### src/rtl/exec_pkg.sv
// Notes on behaviour
// - Recognise skip-if-less opcode with bank bit
// - Unsigned compare, skip when register below accumulator
// - Taken skip turns next instruction into nop
// - Skipping two-word instruction costs three cycles
// - Skip cycles idle; compare writes nothing
// - Bank bit 0 access bank, 1 uses bank_select_register
// - Decimal adjust accumulator, one cycle, carry only
// - Decrement to accumulator or back to register
// - Recognise decrement opcode with destination, bank bits
// - Decrement updates five flags, one cycle
// - Indexed offset when access, extended, address low
// - Skip-if-greater compare, unsigned, own opcode
package exec_pkg;

  localparam logic [6:0]  OPC_LESS       = 7'h30;
  localparam logic [6:0]  OPC_GREATER    = 7'h32;
  localparam logic [5:0]  OPC_DEC        = 6'h01;
  localparam logic [15:0] OPC_DADJ       = 16'h0007;
  localparam int          BIT_A          = 8;
  localparam int          BIT_D          = 9;
  localparam logic [7:0]  ACCESS_LIMIT   = 8'h5F;
  localparam logic [3:0]  ACCESS_LO_BANK = 4'h0;
  localparam logic [3:0]  ACCESS_HI_BANK = 4'hF;
  localparam logic [3:0]  BCD_LIMIT      = 4'h9;
  localparam logic [3:0]  BCD_FIX        = 4'h6;
  localparam logic [7:0]  OV_EDGE        = 8'h80;
  localparam logic [3:0]  NOP_QUARTERS_1 = 4'h4;
  localparam logic [3:0]  NOP_QUARTERS_2 = 4'h8;

  localparam int          FLAG_C         = 0;
  localparam int          FLAG_DC        = 1;
  localparam int          FLAG_Z         = 2;
  localparam int          FLAG_OV        = 3;
  localparam int          FLAG_N         = 4;
  localparam logic [4:0]  MASK_NONE      = 5'h00;
  localparam logic [4:0]  MASK_C         = 5'h01;
  localparam logic [4:0]  MASK_ALL       = 5'h1F;

  typedef enum logic [4:0] {
    OP_NONE    = 5'b00001,
    OP_LESS    = 5'b00010,
    OP_GREATER = 5'b00100,
    OP_DADJ    = 5'b01000,
    OP_DEC     = 5'b10000
  } op_t;

  typedef enum logic [5:0] {
    ST_IDLE = 6'b000001,
    ST_Q1   = 6'b000010,
    ST_Q2   = 6'b000100,
    ST_Q3   = 6'b001000,
    ST_Q4   = 6'b010000,
    ST_NOP  = 6'b100000
  } state_t;

  function automatic op_t decode_op(input logic [15:0] instr);
    if (instr[15:9] == OPC_LESS) begin
      return OP_LESS;
    end else if (instr[15:9] == OPC_GREATER) begin
      return OP_GREATER;
    end else if (instr[15:10] == OPC_DEC) begin
      return OP_DEC;
    end else if (instr == OPC_DADJ) begin
      return OP_DADJ;
    end else begin
      return OP_NONE;
    end
  endfunction : decode_op

  function automatic logic [11:0] eff_addr(input logic       a,
                                           input logic [7:0] f,
                                           input logic [3:0] bank,
                                           input logic       ext,
                                           input logic [11:0] base);
    if (a) begin
      return {bank, f};
    end else if (ext && f <= ACCESS_LIMIT) begin
      return 12'(base + {4'h0, f});
    end else if (f > ACCESS_LIMIT) begin
      return {ACCESS_HI_BANK, f};
    end else begin
      return {ACCESS_LO_BANK, f};
    end
  endfunction : eff_addr

endpackage : exec_pkg

### src/rtl/compare_skip_bcd_decrement_exec.sv
// Design decisions made here: the placing of the registers and strobed register access.
`timescale 1ns/10ps
module compare_skip_bcd_decrement_exec
  import exec_pkg::*;
(
  // Clock, reset, enable
  input  wire logic        MCLK,
  input  wire logic        ARST_N,
  input  wire logic        CE,
  // Instruction from decode stage
  input  wire logic [15:0] INSTR,
  input  wire logic        INSTR_VALID,
  input  wire logic        NEXT_TWO_WORD,
  input  wire logic        EXT_SET_EN,
  // Core state
  input  wire logic [3:0]  BANK_SEL,
  input  wire logic [11:0] INDEX_BASE,
  input  wire logic [7:0]  WREG,
  input  wire logic [4:0]  FLAGS_IN,
  // Data memory
  output logic      [11:0] MEM_ADDR,
  output logic             MEM_RD,
  input  wire logic [7:0]  MEM_RDATA,
  output logic             MEM_WR,
  output logic      [7:0]  MEM_WDATA,
  // Accumulator and flag writes
  output logic             WREG_WR,
  output logic      [7:0]  WREG_WDATA,
  output logic      [4:0]  FLAGS_WR,
  output logic      [4:0]  FLAGS_OUT,
  // Sequencing
  output logic      [3:0]  QPHASE,
  output logic             SKIP_FLUSH,
  output logic             NOP_ACTIVE,
  output logic             BUSY,
  output logic             DONE
);

  state_t      state;
  state_t      next_state;
  op_t         op_q;
  logic [15:0] instr_q;
  logic        take_skip;
  logic        skip_two;
  logic [3:0]  nop_cnt;
  logic [7:0]  alu_operand;
  logic [7:0]  alu_result;
  logic [4:0]  alu_flags;
  logic [4:0]  alu_mask;
  logic        alu_less;
  logic        alu_greater;
  logic        is_compare;
  logic        next_skip;

  assign is_compare  = (op_q == OP_LESS) || (op_q == OP_GREATER);
  // Accumulator is the operand for decimal adjust, memory otherwise
  assign alu_operand = (op_q == OP_DADJ) ? WREG : MEM_RDATA;
  assign next_skip   = ((op_q == OP_LESS) && alu_less) ||
                       ((op_q == OP_GREATER) && alu_greater);

  exec_alu u_alu (
    .op        (op_q),
    .operand   (alu_operand),
    .acc       (WREG),
    .flags_in  (FLAGS_IN),
    .result    (alu_result),
    .flags_out (alu_flags),
    .flag_mask (alu_mask),
    .less      (alu_less),
    .greater   (alu_greater)
  );

  always_comb begin
    next_state = state;
    case (state)
      ST_IDLE: begin
        if (INSTR_VALID && decode_op(INSTR) != OP_NONE) begin
          next_state = ST_Q1;
        end
      end
      ST_Q1: begin
        next_state = ST_Q2;
      end
      ST_Q2: begin
        next_state = ST_Q3;
      end
      ST_Q3: begin
        next_state = ST_Q4;
      end
      ST_Q4: begin
        next_state = take_skip ? ST_NOP : ST_IDLE;
      end
      ST_NOP: begin
        if (nop_cnt == 4'h1) begin
          next_state = ST_IDLE;
        end
      end
      default: begin
        next_state = ST_IDLE;
      end
    endcase
  end

  always_ff @(posedge MCLK or negedge ARST_N) begin
    if (!ARST_N) begin
      state <= ST_IDLE;
    end else if (CE) begin
      state <= next_state;
    end
  end

  // Instruction capture
  always_ff @(posedge MCLK or negedge ARST_N) begin
    if (!ARST_N) begin
      op_q    <= OP_NONE;
      instr_q <= 16'h0000;
    end else if (CE && state == ST_IDLE && INSTR_VALID) begin
      op_q    <= decode_op(INSTR);
      instr_q <= INSTR;
    end
  end

  // Address formed in decode quarter, read strobe in the read quarter
  always_ff @(posedge MCLK or negedge ARST_N) begin
    if (!ARST_N) begin
      MEM_ADDR <= 12'h000;
      MEM_RD   <= 1'b0;
    end else if (CE) begin
      if (state == ST_Q1) begin
        MEM_ADDR <= eff_addr(instr_q[BIT_A], instr_q[7:0], BANK_SEL, EXT_SET_EN, INDEX_BASE);
      end
      MEM_RD <= (state == ST_Q1) && (op_q != OP_DADJ);
    end
  end

  // Skip decision in the process quarter; flags never touched by compares
  always_ff @(posedge MCLK or negedge ARST_N) begin
    if (!ARST_N) begin
      take_skip <= 1'b0;
      skip_two  <= 1'b0;
    end else if (CE && state == ST_Q3) begin
      take_skip <= next_skip;
      skip_two  <= NEXT_TWO_WORD;
    end
  end

  always_ff @(posedge MCLK or negedge ARST_N) begin
    if (!ARST_N) begin
      nop_cnt <= 4'h0;
    end else if (CE) begin
      if (state == ST_Q4) begin
        nop_cnt <= skip_two ? NOP_QUARTERS_2 : NOP_QUARTERS_1;
      end else if (state == ST_NOP) begin
        nop_cnt <= nop_cnt - 4'h1;
      end
    end
  end

  // Write-back strobes stand in the write quarter only
  always_ff @(posedge MCLK or negedge ARST_N) begin
    if (!ARST_N) begin
      MEM_WR     <= 1'b0;
      MEM_WDATA  <= 8'h00;
      WREG_WR    <= 1'b0;
      WREG_WDATA <= 8'h00;
      FLAGS_WR   <= MASK_NONE;
      FLAGS_OUT  <= 5'h00;
    end else if (CE) begin
      MEM_WR   <= (state == ST_Q3) && (op_q == OP_DEC) && instr_q[BIT_D];
      WREG_WR  <= (state == ST_Q3) && ((op_q == OP_DADJ) ||
                  ((op_q == OP_DEC) && !instr_q[BIT_D]));
      FLAGS_WR <= (state == ST_Q3) ? alu_mask : MASK_NONE;
      if (state == ST_Q3) begin
        MEM_WDATA  <= alu_result;
        WREG_WDATA <= alu_result;
        FLAGS_OUT  <= alu_flags;
      end
    end
  end

  always_ff @(posedge MCLK or negedge ARST_N) begin
    if (!ARST_N) begin
      QPHASE     <= 4'h0;
      SKIP_FLUSH <= 1'b0;
      NOP_ACTIVE <= 1'b0;
      BUSY       <= 1'b0;
      DONE       <= 1'b0;
    end else if (CE) begin
      QPHASE     <= {next_state == ST_Q4, next_state == ST_Q3, next_state == ST_Q2, next_state == ST_Q1};
      SKIP_FLUSH <= (state == ST_Q3) && next_skip;
      NOP_ACTIVE <= next_state == ST_NOP;
      BUSY       <= next_state != ST_IDLE;
      DONE       <= (state != ST_IDLE) && (next_state == ST_IDLE);
    end
  end

  // Checks
  property p_decode;
    @(posedge MCLK) disable iff (!ARST_N || !CE)
    (state == ST_IDLE && INSTR_VALID && decode_op(INSTR) != OP_NONE) |=> state == ST_Q1 ##3 state == ST_Q4;
  endproperty
  a_decode: assert property (p_decode) else $error("decode did not start a quarter sequence");

  property p_less_skip;
    @(posedge MCLK) disable iff (!ARST_N || !CE)
    (state == ST_Q3 && op_q == OP_LESS) |=> (SKIP_FLUSH == ($past(MEM_RDATA) < $past(WREG))) && FLAGS_WR == MASK_NONE;
  endproperty
  a_less_skip: assert property (p_less_skip) else $error("skip-if-less decision wrong");

  property p_greater_skip;
    @(posedge MCLK) disable iff (!ARST_N || !CE)
    (state == ST_Q3 && op_q == OP_GREATER) |=> SKIP_FLUSH == ($past(MEM_RDATA) > $past(WREG));
  endproperty
  a_greater_skip: assert property (p_greater_skip) else $error("skip-if-greater decision wrong");

  property p_skip_one;
    @(posedge MCLK) disable iff (!ARST_N || !CE)
    (SKIP_FLUSH && !skip_two) |=> NOP_ACTIVE [*4] ##1 !NOP_ACTIVE;
  endproperty
  a_skip_one: assert property (p_skip_one) else $error("single skip not one nop cycle");

  property p_skip_two;
    @(posedge MCLK) disable iff (!ARST_N || !CE)
    (SKIP_FLUSH && skip_two) |=> NOP_ACTIVE [*8] ##1 !NOP_ACTIVE;
  endproperty
  a_skip_two: assert property (p_skip_two) else $error("two-word skip not two nop cycles");

  property p_nop_quiet;
    @(posedge MCLK) disable iff (!ARST_N || !CE)
    (NOP_ACTIVE || (QPHASE[3] && is_compare)) |-> !MEM_WR && !WREG_WR && FLAGS_WR == MASK_NONE && !MEM_RD;
  endproperty
  a_nop_quiet: assert property (p_nop_quiet) else $error("write during nop or compare");

  property p_bank;
    @(posedge MCLK) disable iff (!ARST_N || !CE)
    (MEM_RD && instr_q[BIT_A]) |-> MEM_ADDR == {$past(BANK_SEL), instr_q[7:0]};
  endproperty
  a_bank: assert property (p_bank) else $error("banked address wrong");

  property p_indexed;
    @(posedge MCLK) disable iff (!ARST_N || !CE)
    (MEM_RD && !instr_q[BIT_A] && $past(EXT_SET_EN) && instr_q[7:0] <= ACCESS_LIMIT)
      |-> MEM_ADDR == 12'($past(INDEX_BASE) + {4'h0, instr_q[7:0]});
  endproperty
  a_indexed: assert property (p_indexed) else $error("indexed offset address wrong");

  property p_dadj;
    @(posedge MCLK) disable iff (!ARST_N || !CE)
    (state == ST_Q3 && op_q == OP_DADJ) |=> WREG_WR && !MEM_WR && FLAGS_WR == MASK_C ##1 DONE;
  endproperty
  a_dadj: assert property (p_dadj) else $error("decimal adjust write or timing wrong");

  property p_dadj_valid;
    @(posedge MCLK) disable iff (!ARST_N || !CE)
    (state == ST_Q3 && op_q == OP_DADJ && WREG[3:0] <= BCD_LIMIT && WREG[7:4] <= BCD_LIMIT &&
     !FLAGS_IN[FLAG_DC] && !FLAGS_IN[FLAG_C]) |=> WREG_WDATA == $past(WREG) && !FLAGS_OUT[FLAG_C];
  endproperty
  a_dadj_valid: assert property (p_dadj_valid) else $error("valid BCD value altered");

  property p_dec;
    @(posedge MCLK) disable iff (!ARST_N || !CE)
    (state == ST_Q3 && op_q == OP_DEC) |=>
      (instr_q[BIT_D] ? (MEM_WR && !WREG_WR && MEM_WDATA == 8'($past(MEM_RDATA) - 8'h01))
                      : (WREG_WR && !MEM_WR && WREG_WDATA == 8'($past(MEM_RDATA) - 8'h01)));
  endproperty
  a_dec: assert property (p_dec) else $error("decrement destination wrong");

  property p_dec_flags;
    @(posedge MCLK) disable iff (!ARST_N || !CE)
    (state == ST_Q3 && op_q == OP_DEC) |=>
      FLAGS_WR == MASK_ALL && FLAGS_OUT[FLAG_Z] == ($past(MEM_RDATA) == 8'h01) ##1 DONE && !BUSY;
  endproperty
  a_dec_flags: assert property (p_dec_flags) else $error("decrement flags or length wrong");

  property p_qphase_walk;
    @(posedge MCLK) disable iff (!ARST_N || !CE)
    QPHASE[0] |=> QPHASE[1] ##1 QPHASE[2] ##1 QPHASE[3];
  endproperty
  a_qphase_walk: assert property (p_qphase_walk) else $error("quarter phases out of order");

  property p_read_q2;
    @(posedge MCLK) disable iff (!ARST_N || !CE)
    MEM_RD |-> QPHASE[1] && op_q != OP_DADJ;
  endproperty
  a_read_q2: assert property (p_read_q2) else $error("register read outside read quarter");

  property p_write_q4;
    @(posedge MCLK) disable iff (!ARST_N || !CE)
    (MEM_WR || WREG_WR || FLAGS_WR != MASK_NONE) |-> QPHASE[3] && !is_compare;
  endproperty
  a_write_q4: assert property (p_write_q4) else $error("write outside write quarter or by compare");

  property p_flush_compare;
    @(posedge MCLK) disable iff (!ARST_N || !CE)
    SKIP_FLUSH |-> QPHASE[3] && is_compare;
  endproperty
  a_flush_compare: assert property (p_flush_compare) else $error("flush not from a compare");

  property p_no_skip_done;
    @(posedge MCLK) disable iff (!ARST_N || !CE)
    (QPHASE[3] && !SKIP_FLUSH) |=> DONE && !NOP_ACTIVE;
  endproperty
  a_no_skip_done: assert property (p_no_skip_done) else $error("unskipped instruction not one cycle");

  property p_done_pulse;
    @(posedge MCLK) disable iff (!ARST_N || !CE)
    DONE |-> !BUSY ##1 !DONE;
  endproperty
  a_done_pulse: assert property (p_done_pulse) else $error("done not a single idle pulse");

  property p_dec_rest;
    @(posedge MCLK) disable iff (!ARST_N || !CE)
    (state == ST_Q3 && op_q == OP_DEC) |=>
      FLAGS_OUT[FLAG_C] == ($past(MEM_RDATA) != 8'h00) &&
      FLAGS_OUT[FLAG_DC] == (($past(MEM_RDATA) & 8'h0F) != 8'h00) &&
      FLAGS_OUT[FLAG_OV] == ($past(MEM_RDATA) == OV_EDGE) &&
      FLAGS_OUT[FLAG_N] == ($past(MEM_RDATA) == 8'h00 || $past(MEM_RDATA) > OV_EDGE);
  endproperty
  a_dec_rest: assert property (p_dec_rest) else $error("decrement carry, overflow or sign wrong");

  property p_dadj_carry;
    @(posedge MCLK) disable iff (!ARST_N || !CE)
    (state == ST_Q3 && op_q == OP_DADJ && FLAGS_IN[FLAG_C]) |=> FLAGS_OUT[FLAG_C] && FLAGS_WR == MASK_C;
  endproperty
  a_dadj_carry: assert property (p_dadj_carry) else $error("decimal adjust dropped carry");

  property p_access_bank;
    @(posedge MCLK) disable iff (!ARST_N || !CE)
    (MEM_RD && !instr_q[BIT_A] && (!$past(EXT_SET_EN) || instr_q[7:0] > ACCESS_LIMIT))
      |-> MEM_ADDR == {(instr_q[7:0] > ACCESS_LIMIT) ? ACCESS_HI_BANK : ACCESS_LO_BANK, instr_q[7:0]};
  endproperty
  a_access_bank: assert property (p_access_bank) else $error("access bank address wrong");

  // Enable low must hold every register, mid-instruction too
  property p_freeze;
    @(posedge MCLK) disable iff (!ARST_N)
    !CE |=> $stable(state) && $stable(QPHASE) && $stable(MEM_ADDR) && $stable(MEM_RD) && $stable(BUSY);
  endproperty
  a_freeze: assert property (p_freeze) else $error("state moved while enable low");

  c_skip_one: cover property (@(posedge MCLK) SKIP_FLUSH && !skip_two);
  c_skip_two: cover property (@(posedge MCLK) SKIP_FLUSH && skip_two);
  c_dadj:     cover property (@(posedge MCLK) WREG_WR && op_q == OP_DADJ && FLAGS_OUT[FLAG_C]);
  c_dec_mem:  cover property (@(posedge MCLK) MEM_WR && FLAGS_OUT[FLAG_Z]);
  c_greater_skip: cover property (@(posedge MCLK) SKIP_FLUSH && op_q == OP_GREATER);

endmodule : compare_skip_bcd_decrement_exec

### src/rtl/exec_alu.sv
`timescale 1ns/10ps
module exec_alu
  import exec_pkg::*;
(
  // Operation and operands
  input  wire op_t        op,
  input  wire logic [7:0] operand,
  input  wire logic [7:0] acc,
  input  wire logic [4:0] flags_in,
  // Results
  output logic      [7:0] result,
  output logic      [4:0] flags_out,
  output logic      [4:0] flag_mask,
  output logic            less,
  output logic            greater
);

  logic [4:0] lo_sum;
  logic [4:0] hi_sum;
  logic       lo_carry;

  always_comb begin
    result    = operand;
    flags_out = flags_in;
    flag_mask = MASK_NONE;
    lo_sum    = {1'b0, acc[3:0]};
    hi_sum    = {1'b0, acc[7:4]};
    lo_carry  = 1'b0;
    less      = operand < acc;
    greater   = operand > acc;
    case (op)
      OP_DADJ: begin
        if (acc[3:0] > BCD_LIMIT || flags_in[FLAG_DC]) begin
          lo_sum = {1'b0, acc[3:0]} + {1'b0, BCD_FIX};
        end
        lo_carry = lo_sum[4];
        hi_sum   = {1'b0, acc[7:4]} + {4'h0, lo_carry};
        if (hi_sum > {1'b0, BCD_LIMIT} || flags_in[FLAG_C]) begin
          hi_sum = hi_sum + {1'b0, BCD_FIX};
        end
        result            = {hi_sum[3:0], lo_sum[3:0]};
        flags_out[FLAG_C] = flags_in[FLAG_C] | hi_sum[4];
        flag_mask         = MASK_C;
      end
      OP_DEC: begin
        result             = operand - 8'h01;
        flags_out[FLAG_C]  = operand != 8'h00;
        flags_out[FLAG_DC] = operand[3:0] != 4'h0;
        flags_out[FLAG_Z]  = operand == 8'h01;
        flags_out[FLAG_OV] = operand == OV_EDGE;
        flags_out[FLAG_N]  = result[7];
        flag_mask          = MASK_ALL;
      end
      default: begin
        flag_mask = MASK_NONE;
      end
    endcase
  end

endmodule : exec_alu

### config.mk
export PLATFORM = sky130hd
export DESIGN_NAME = compare_skip_bcd_decrement_exec
export DESIGN_NICKNAME = d
export VERILOG_FILES = /design/src/rtl/exec_pkg.sv /design/src/rtl/compare_skip_bcd_decrement_exec.sv /design/src/rtl/exec_alu.sv
export SDC_FILE = /design/constraint.sdc
export NUM_CORES = 1
export LEC_CHECK = 0
export ABC_AREA = 1
export ABC_CLOCK_PERIOD_IN_PS = 4290
export BUFFER_PORTS_ARGS = -buffer_cell sky130_fd_sc_hd__buf_2
export CAP_MARGIN = 20
export CELL_PAD_IN_SITES_DETAIL_PLACEMENT = 0
export CELL_PAD_IN_SITES_GLOBAL_PLACEMENT = 1
export CORE_MARGIN = 2
export CORE_UTILIZATION = 41
export DETAILED_ROUTE_END_ITERATION = 12
export HOLD_SLACK_MARGIN = 0.02
export PLACE_DENSITY = 0.82
export SYNTH_ARGS = -nofsm -noshare
export SYNTH_HDL_FRONTEND = slang
export SYNTH_SLANG_ARGS = --single-unit
export TNS_END_PERCENT = 100
### constraint.sdc
create_clock -name MCLK -period 4.29 [get_ports MCLK]
set_input_delay 0.429 -clock MCLK [delete_from_list [all_inputs] [get_ports MCLK]]
set_output_delay 0.429 -clock MCLK [all_outputs]
set_load 0.01 [all_outputs]
==> results.py, run 1 <==
metrics = {
    "synth": {
        "synth-warning-count": 0,
        "synth_fa_ha_area_frac": 0.07448,
        "synth_top_family_by_area": "simple AND/OR/NAND/NOR gates",
        "ys_seq_area_frac": 0.3788,
        "syn_area_mm2": 0.004300,
        "synth-xor-area-share": 0.01629,
        "synth.area.mux_share": 0,
        "synth_edf_count": 0,
        "synthSimpleGateAreaFrac": 0.2796,
        "synth_ff_type": "dfrtp_1",
        "avgSynthCellArea_um2": 7.314,
        "synthTopCellsByArea": "dfrtp_1 37%, nand2_1 13%, ha_1 7.0%",
        "synthArstFlopShare": 1.000,
        "synthCells": 588,
        "synth_top_area_share": 0.3666,
        "yosysUniqueCellTypes": 41,
        "ys_ff_latch": 65,
        "mappedNetlistNets": 672,
        "synth_compound_area_frac": 0.1469,
        "synth_top_cell_by_area": "dfrtp_1",
    },
    "setup_path": {
        "cpMaxStageDelayCell": "nor2_1",
        "cp.arrival_ns": 2.68,
        "rr_startpoint": "op_q[1]$_DFFE_PN0P_",
        "worstPathCellList": "buf_2, clkinv_1, nor2_1, inv_1, a21oi_1, o21ai_0, o21a_1",
        "required_ns": 4.52,
        "crit_family": "buffers and inverters",
        "path_class": "in -> reg",
        "slowest_delay_ns": 0.80,
        "startpoint": "CE",
        "path_buf_inv": 3,
        "cp-end-kind": "flop",
        "cp_max_fo": 18,
        "startpoint_type": "input pin",
    },
    "clocking": {
        "cts.htree.levels": 3,
        "cts_tree": "yes",
        "cts_buffers": 9,
        "worstSkewPairLatency_ns": 0.35,
        "clock_path_buffers": 2,
        "root_buffer": "clkbuf_8",
        "cts_sinks": 65,
        "ctsResizeCount": 0,
        "cts_hold_buf": 0,
        "clk_pin_slew_ns": 0.08,
        "cts_setup_buffers": 0,
    },
    "die": {
        "chipHeight_um": 106.4,
        "core-area_mm2": 0.01023,
        "die_area_mm2": 0.01132,
        "dieWidth_um": 106.4,
        "start_util": 0.4203,
        "fp-row-count": 37,
        "ios": 108,
    },
    "pwr": {
        "power_leakage_uw": 0.002806,
        "clockPowerShare": 0.329,
        "power_frac_comb": 0.274,
        "peakVddDrop_v": 0.0001526,
        "netSwitchingFraction": 0.3385,
        "p_sw_uw": 674.3,
        "p_int_uw": 1317,
        "p_per_area_mw_per_mm2": 388.0,
        "seqPwrFrac": 0.397,
        "p_total_uw": 1992,
    },
    "sta": {
        "finalMaxSlewViolations": 0,
        "skew_ns": 0.01253,
        "period_minus_slack_ns": 2.449,
        "rsz0062_at_grt": "false",
        "hold_viol_final": 0,
        "finalSetupViolCount": 0,
        "setup_tns_ns": 0,
        "post-route-period-util": 0.5709,
        "slew_headroom": 0.4465,
        "worst_pin_slew_ns": 0.8272,
        "max_freq_ghz": 0.4083,
    },
    "grt": {
        "grt_max_degree": 45,
        "grt_pass1_vias": 3819,
        "grt-ovfl-total": 0,
        "antenna_found_initial": 0,
        "grt.total_usage": 0.2051,
        "grt_pass1_wl_um": 18510,
    },
    "place": {
        "dpl_cell_area_mm2": 0.004882,
        "place_inst": 811,
        "io_buffers": 107,
        "dp_hpwl_um": 9119,
        "gp_congestion": 0.8925,
    },
    "drt": {
        "viasPerCell": 5.123,
        "wl_um": 11480,
        "drc_errors": 0,
        "drt_iter0_drc": 194,
        "ant_nets": 0,
        "avgRoutedWirePerCell_um": 13.88,
        "vias": 4237,
        "first_pass_iters": 5,
    },
    "outcome": {
        "status": "complete, no violations",
    },
    "final_layout": {
        "layout.nets": 770,
        "fin_util": 0.5018,
        "synthToLayoutAreaGrowth_pct": 19.38,
        "final_cells": 827,
        "antenna-diode-count": 0,
        "drive_above_1_share": 0.2113,
        "nFillCells": 1026,
        "fin_area_mm2": 0.005134,
    },
    "flow_run": {
        "cap_violations": 0,
    },
    "min_path": {
        "hp-class": "in -> async",
    },
}
[layout by cell type, fill, tap and decap left out, types with 2 or more instances in the layout]
master and n:
nor2_1 44, bufinv_16 3, inv_1 78, a211oi_1 2, nand3_1 35, o211ai_1 7, nand2_2 2, clkinvlp_4 2
nor2_4 3, ha_1 24, nor3_1 9, a32o_1 2, o21ai_2 2, a31oi_1 2, nand4_1 17, xor2_1 7
a21oi_1 40, o21ai_0 50, or2_2 3, clkbuf_8 10, dfstp_2 2, dfrtp_1 63, buf_2 107, o22ai_1 4
nand3_2 2, inv_2 3, nand2_1 151, buf_4 2
[state kept, by name, indices dropped and copies added (netlist names)]
signal and count:
WREG_WDATA 8, QPHASE 4, nop_cnt 4, instr_q 10, SKIP_FLUSH 1, op_q 5, FLAGS_OUT 5, state 6
MEM_WR 1, BUSY 1, take_skip 1, skip_two 1, WREG_WR 1, FLAGS_WR 2, MEM_ADDR 12, NOP_ACTIVE 1
DONE 1, MEM_RD 1
[synthesized netlist by cell type (all sizes together), types with 6 or more instances]
cell type and number:
buf 16, nand4 17, inv 81, dfrtp 63
nor2 48, nor3 10, clkbuf 6, nand3 38
xor2 7, ha 24, o211ai 7, a21oi 40
nand2 154, o21ai 52
[final timing paths]
| path | to | depth (start not counted) | slack [ns] |
|---|---|---|---|
| setup / recovery | MEM_ADDR[1]$_DFFE_PN0P_ | 7 | 1.84 |
| hold / removal | nop_cnt[2]$_DFFE_PN0P_ | 1 | 0.04 |
| setup reg to reg | take_skip$_DFFE_PN0P_ | 13 | 1.88 |
| hold reg to reg | QPHASE[2]$_DFFE_PN0P_ | 2 | 0.49 |
| max in group asynchronous | op_q[0]$_DFFE_PN1P_ | 2 | 3.29 |
| min in group MCLK | instr_q[2]$_DFFE_PN0P_ | 3 | 0.30 |
[cell families (layout without fill, tap and decap cells)]
kind of cell | Yosys count | in the layout
adders and majority gates | 25 | 25
buffers and inverters | 104 | 207
AOI/OAI and AO/OA | 114 | 114
and+or+nand+nor | 272 | 272
xor gates and xnor gates | 8 | 8
DFF | 65 | 65
[routing by layer]
metal	global-route usage	wire [µm]	part of all wire
met1	0.2920	5426	0.47
met2	0.3237	5217	0.45
met3	0.03617	650	0.057
met4	0.05195	188	0.016
met5	0	0	0
[metrics by stage]
stage               hold slack, ns  setup WS [ns]
floorplan                   0.1334          2.189
global placement            0.4254          1.550
detailed placement          0.4230          1.466
CTS                        0.03789          1.838
global route               0.07414          1.556
finish                     0.03803          1.841
[power by group through the flow]
stage | Clock [µW] | Sequential [µW] | Combinational, µW
finish | 656 | 791 | 545
detailed placement | 0 | 802 | 543
CTS | 668 | 791 | 545
floorplan | 0 | 793 | 357
global placement | 0 | 802 | 535
global route | 695 | 803 | 623
[final cells by class]
class                      count  area, µm²  share of cell area
sequential                    65       1629              0.3173
inverter                      82      307.8             0.05996
multi-input combinational    419       2225              0.4333
timing repair buffer         109      550.5              0.1072
clock inverter                 6      113.9             0.02218
clock buffer                  10      137.6             0.02681
tap                          136      170.2             0.03315
No activity file was read; power rests on OpenSTA's default activity.
==> run 2, diff against run 1 <==
ABC_CLOCK_PERIOD_IN_PS = 2000   (was 4290)
CORE_UTILIZATION = 35   (was 41)
PLACE_DENSITY = 0.74   (was 0.82)
clock period = 2 ns   (was 4.29 ns; I/O delays follow)
==> results.py, run 2 (synthesized netlist as in run 1, its figures left out) <==
metrics = {
    "pwr": {
        "p_total_uw": 4800,
        "peakVddDrop_v": 0.0005180,
        "p_per_area_mw_per_mm2": 843.4,
        "power_leakage_uw": 0.003072,
    },
    "sta": {
        "finalSetupViolCount": 1,
        "rsz0062_at_grt": "true",
        "setup_ws_ns": -0.004639,
        "slew_headroom": 0.6598,
        "whs_ns": 0.07732,
        "post-route-period-util": 1.002,
        "finalMaxSlewViolations": 0,
        "period_minus_slack_ns": 2.005,
        "max_freq_ghz": 0.4988,
        "skew_ns": 0.006882,
        "hold_viol_final": 0,
        "worst_pin_slew_ns": 0.5104,
    },
    "setup_path": {
        "r2r_slack_ns": -0.005,
        "path_common_cell": "o21ai_1",
        "worst-r2r-cell-count": 13,
        "rr_startpoint": "op_q[2]$_DFFE_PN0P_",
        "worstPathCellList": "nor2_4, buf_6, nand4_1, nand2_2, inv_2, ha_4, a21oi_2, nor2_1, a211oi_2, nand2_1, o21ai_1, nand3_2, o21ai_1",
        "slowest_delay_ns": 0.40,
        "cp_max_fo": 6,
        "startpoint_type": "flop",
        "cp.arrival_ns": 2.26,
        "cp-end-kind": "flop",
        "path_class": "reg -> reg",
        "cpMaxStageDelayCell": "dfrtp_1",
        "reg2reg_to": "take_skip$_DFFE_PN0P_",
        "startpoint": "op_q[2]$_DFFE_PN0P_",
        "required_ns": 2.25,
    },
    "drt": {
        "drc_errors": 0,
        "viasPerCell": 4.824,
        "wl_um": 12040,
        "vias": 4264,
        "avgRoutedWirePerCell_um": 13.62,
        "drt_iter0_drc": 214,
        "ant_nets": 0,
        "first_pass_iters": 4,
    },
    "clocking": {
        "clock_path_buffers": 2,
        "worstSkewPairLatency_ns": 0.33,
        "cts.htree.levels": 3,
        "cts_buffers": 9,
        "cts_tree": "yes",
        "cts_sinks": 65,
        "root_buffer": "clkbuf_16",
        "clk_pin_slew_ns": 0.06,
    },
    "die": {
        "ios": 108,
        "start_util": 0.3580,
        "chipHeight_um": 114.8,
        "core-area_mm2": 0.01201,
        "fp-row-count": 40,
        "die_area_mm2": 0.01319,
        "dieWidth_um": 114.8,
    },
    "place": {
        "io_buffers": 107,
        "dp_slack_ns": -0.04952,
        "dpl_cell_area_mm2": 0.005270,
        "dp_hpwl_um": 9756,
        "gp_congestion": 0.8488,
    },
    "final_layout": {
        "nFillCells": 1218,
        "largest_register": "MEM_ADDR",
        "layout.nets": 816,
        "drive_above_1_share": 0.2768,
        "mostFrequentLayoutCells": "149 x nand2_1, 107 x buf_2, 76 x inv_1",
        "antenna-diode-count": 0,
        "final_common_cell": "nand2_1",
        "largest_register_ffs": 12,
        "largest_registers": "MEM_ADDR (12), instr_q (10), WREG_WDATA (8)",
        "fin_area_mm2": 0.005692,
        "multi_input_area_mm2": 0.002316,
        "synthToLayoutAreaGrowth_pct": 32.35,
        "regArea_mm2": 0.001629,
    },
    "grt": {
        "grt.total_usage": 0.1925,
        "grt-ovfl-total": 0,
        "grt_pass1_vias": 4193,
        "grt_max_degree": 47,
        "grt_pass1_wl_um": 20080,
        "antenna_found_initial": 0,
    },
    "outcome": {
        "status": "finished, violations left",
        "violations": "negative setup slack",
    },
    "min_path": {
        "hp-class": "in -> reg",
        "hp-start": "INSTR[2]",
        "hold_depth": 3,
        "whs_endpoint": "instr_q[2]$_DFFE_PN0P_",
    },
    "flow_run": {
        "cap_violations": 0,
    },
}
[run 2: what timing repair did]
action | 4_1_cts | 5_1_grt
hold buffers | 1 | 0
pin swaps | 12 | 9
hold endpoints to repair | 19 | 0
setup buffers | 2 | 0
resized for setup | 6 | 6
setup endpoints to repair | 2 | 11
gates cloned | 1 | 0
[run 2: cell type report]
cell class / instances / share of cell area
multi-input combinational: 420 / 0.4069
sequential: 65 / 0.2862
timing repair buffer: 154 / 0.1600
inverter: 82 / 0.05408
clock buffer: 10 / 0.04023
tap: 147 / 0.03231
clock inverter: 6 / 0.02022
[run 2: worst max-delay path by stage]
stage | endpoint | slack [ns] | cells past startpoint
after floorplan | take_skip$_DFFE_PN0P_ | 0.004 | 13
after global placement | take_skip$_DFFE_PN0P_ | 0.006 | 13
after detailed placement | take_skip$_DFFE_PN0P_ | -0.05 | 13
after CTS | take_skip$_DFFE_PN0P_ | -0.004 | 13
after global routing | take_skip$_DFFE_PN0P_ | -0.11 | 13
final | take_skip$_DFFE_PN0P_ | -0.005 | 13
[run 2: power by group]
part           switching (µW)  leakage, µW  internal (µW)
clock                     603     0.000163           1220
combinational             744      0.00207            550
sequential                166     0.000837           1510
[run 2: worst max-delay path: cells and delay by family (launching register included)]
family / cells / cell delay, ns
flip-flops: 1 / 0.40
AO/OA/AOI/OAI: 4 / 0.48
adder cells (fa/ha/maj): 1 / 0.21
buffers and inverters: 2 / 0.20
AND/OR/NAND/NOR: 6 / 0.65
[run 2: metrics by stage]
step / setup TNS [ns] / cells / util
after global placement: 0 / 864 / 0.4388
after global routing: -0.2133 / 884 / 0.4739
after detailed placement: -0.08212 / 864 / 0.4388
after CTS: -0.004143 / 884 / 0.4726
after floorplan: 0 / 588 / -
final: -0.004639 / 884 / 0.4739
[run 2: layer usage]
layer	track usage	wire, µm
met5	0	0
met4	0.04096	108
met3	0.03954	606
met2	0.3216	5532
met1	0.2594	5791
==> run 3, diff against run 2 <==
BUFFER_PORTS_ARGS = -buffer_cell sky130_fd_sc_hd__buf_4   (was -buffer_cell sky130_fd_sc_hd__buf_2)
==> results.py, run 3 (synthesized netlist as in run 1, its figures left out) <==
metrics = {
    "pwr": {
        "peakVddDrop_v": 0.0003989,
        "p_per_area_mw_per_mm2": 820.2,
        "power_leakage_uw": 0.003161,
    },
    "drt": {
        "drc_errors": 0,
        "avgRoutedWirePerCell_um": 14.33,
        "vias": 4356,
        "wl_um": 12680,
        "first_pass_iters": 4,
        "viasPerCell": 4.922,
        "drt_iter0_drc": 213,
        "ant_nets": 0,
    },
    "die": {
        "die_area_mm2": 0.01319,
        "start_util": 0.3580,
        "ios": 108,
        "fp-row-count": 40,
        "core-area_mm2": 0.01201,
        "dieWidth_um": 114.8,
        "chipHeight_um": 114.8,
    },
    "clocking": {
        "root_buffer": "clkbuf_16",
        "cts_buffers": 9,
        "worstSkewPairLatency_ns": 0.33,
        "cts_sinks": 65,
        "cts_tree": "yes",
        "clock_path_buffers": 2,
        "clk_pin_slew_ns": 0.06,
        "cts.htree.levels": 3,
    },
    "setup_path": {
        "required_ns": 2.26,
        "worstPathCellList": "nor2_4, nand3_4, buf_6, nand2_1, nand2_1, inv_1, ha_1, a21oi_2, o21ai_1, nand2_1, nand2_1, o21ai_1, nand3_1, o21ai_1",
        "cp-end-kind": "flop",
        "cp.arrival_ns": 2.25,
        "reg2reg_to": "take_skip$_DFFE_PN0P_",
        "r2r_slack_ns": 0.01,
        "cpMaxStageDelayCell": "dfstp_2",
        "slowest_delay_ns": 0.55,
        "path_class": "reg -> reg",
        "startpoint_type": "flop",
        "worst-r2r-cell-count": 14,
        "cp_max_fo": 8,
        "rr_startpoint": "op_q[0]$_DFFE_PN1P_",
        "path_common_cell": "nand2_1",
    },
    "min_path": {
        "hp-class": "in -> reg",
        "hold_depth": 3,
        "whs_endpoint": "instr_q[4]$_DFFE_PN0P_",
        "hp-start": "INSTR[4]",
    },
    "grt": {
        "grt.total_usage": 0.1993,
        "grt_pass1_vias": 4258,
        "antenna_found_initial": 0,
        "grt_pass1_wl_um": 20830,
        "grt-ovfl-total": 0,
        "grt_max_degree": 35,
    },
    "sta": {
        "hold_viol_final": 0,
        "rsz0062_at_grt": "true",
        "setup_tns_ns": 0,
        "worst_pin_slew_ns": 0.5192,
        "skew_ns": 0.004073,
        "post-route-period-util": 0.9951,
        "whs_ns": 0.07249,
        "period_minus_slack_ns": 1.990,
        "finalSetupViolCount": 0,
        "max_freq_ghz": 0.5025,
        "finalMaxSlewViolations": 0,
        "slew_headroom": 0.6502,
    },
    "final_layout": {
        "layout.nets": 817,
        "synthToLayoutAreaGrowth_pct": 40.82,
        "antenna-diode-count": 0,
        "largest_registers": "MEM_ADDR (12), instr_q (10), WREG_WDATA (8)",
        "drive_above_1_share": 0.2967,
        "fin_area_mm2": 0.006056,
        "final_common_cell": "buf_4",
        "mostFrequentLayoutCells": "149 x buf_4, 144 x nand2_1, 74 x inv_1",
        "largest_register": "MEM_ADDR",
        "final_cells": 885,
        "largest_register_ffs": 12,
        "nFillCells": 1235,
    },
    "place": {
        "gp_congestion": 0.8697,
        "dpl_cell_area_mm2": 0.005540,
        "dp_hpwl_um": 10010,
        "io_buffers": 107,
        "place_inst": 861,
    },
    "outcome": {
        "status": "complete, no violations",
    },
    "flow_run": {
        "cap_violations": 0,
    },
}
run 3: critical path, delay by kind of cell (launching register included):
kind / cells / cell delay [ns]
buffers and inverters: 2 / 0.19
AO/OA/AOI/OAI: 4 / 0.35
flip-flops: 1 / 0.55
adder cells (fa/ha/maj): 1 / 0.29
AND/OR/NAND/NOR: 7 / 0.55
run 3: final cells by class:
cell class,instances,area [µm²],share of cell area
timing repair buffer,156,1222,0.2019
inverter,82,307.8,0.05083
multi-input combinational,419,2359,0.3895
clock inverter,6,115.1,0.01901
tap,147,183.9,0.03037
clock buffer,10,239.0,0.03946
sequential,65,1629,0.2690
run 3: power breakdown:
part	internal (µW)	total [µW]	switching (µW)
Sequential	1510	1690	178
Combinational	654	1410	760
Clock	1260	1860	606
run 3: repair_timing:
| item | 4_1_cts | 5_1_grt |
|---|---|---|
| endpoints found under the setup margin | 2 | 13 |
| setup buffers | 4 | 3 |
| pin swaps | 6 | 13 |
| resized for setup | 7 | 25 |
| hold buffers | 1 | 0 |
| hold endpoints to repair | 33 | 0 |
run 3: through the flow:
stage,setup WS [ns],utilization,total power [µW]
finish,0.009881,0.5042,4967
global route,-0.1732,0.5042,5262
CTS,-0.01269,0.4952,4980
detailed placement,-0.04145,0.4613,3079
global placement,0.02683,0.4613,3057
floorplan,0.003886,-,2482
run 3: per-layer routing:
| layer | vias to the layer above | track usage | routed length [µm] |
|---|---|---|---|
| met5 | - | 0 | 0 |
| met4 | 0 | 0.04659 | 119 |
| met3 | 13 | 0.04059 | 569 |
| met2 | 110 | 0.3322 | 6073 |
| met1 | 2016 | 0.2677 | 5919 |
| li1 | 2217 | - | - |
run 3: worst max path at each step:
stage / startpoint / endpoint / slack (ns)
6_report: op_q[0]$_DFFE_PN1P_ / take_skip$_DFFE_PN0P_ / 0.01
5_1_grt: op_q[0]$_DFFE_PN1P_ / take_skip$_DFFE_PN0P_ / -0.17
4_1_cts: op_q[1]$_DFFE_PN0P_ / take_skip$_DFFE_PN0P_ / -0.01
3_5_place_dp: op_q[0]$_DFFE_PN1P_ / take_skip$_DFFE_PN0P_ / -0.04
3_3_place_gp: op_q[0]$_DFFE_PN1P_ / take_skip$_DFFE_PN0P_ / 0.03
2_1_floorplan: op_q[0]$_DFFE_PN1P_ / take_skip$_DFFE_PN0P_ / 0.004
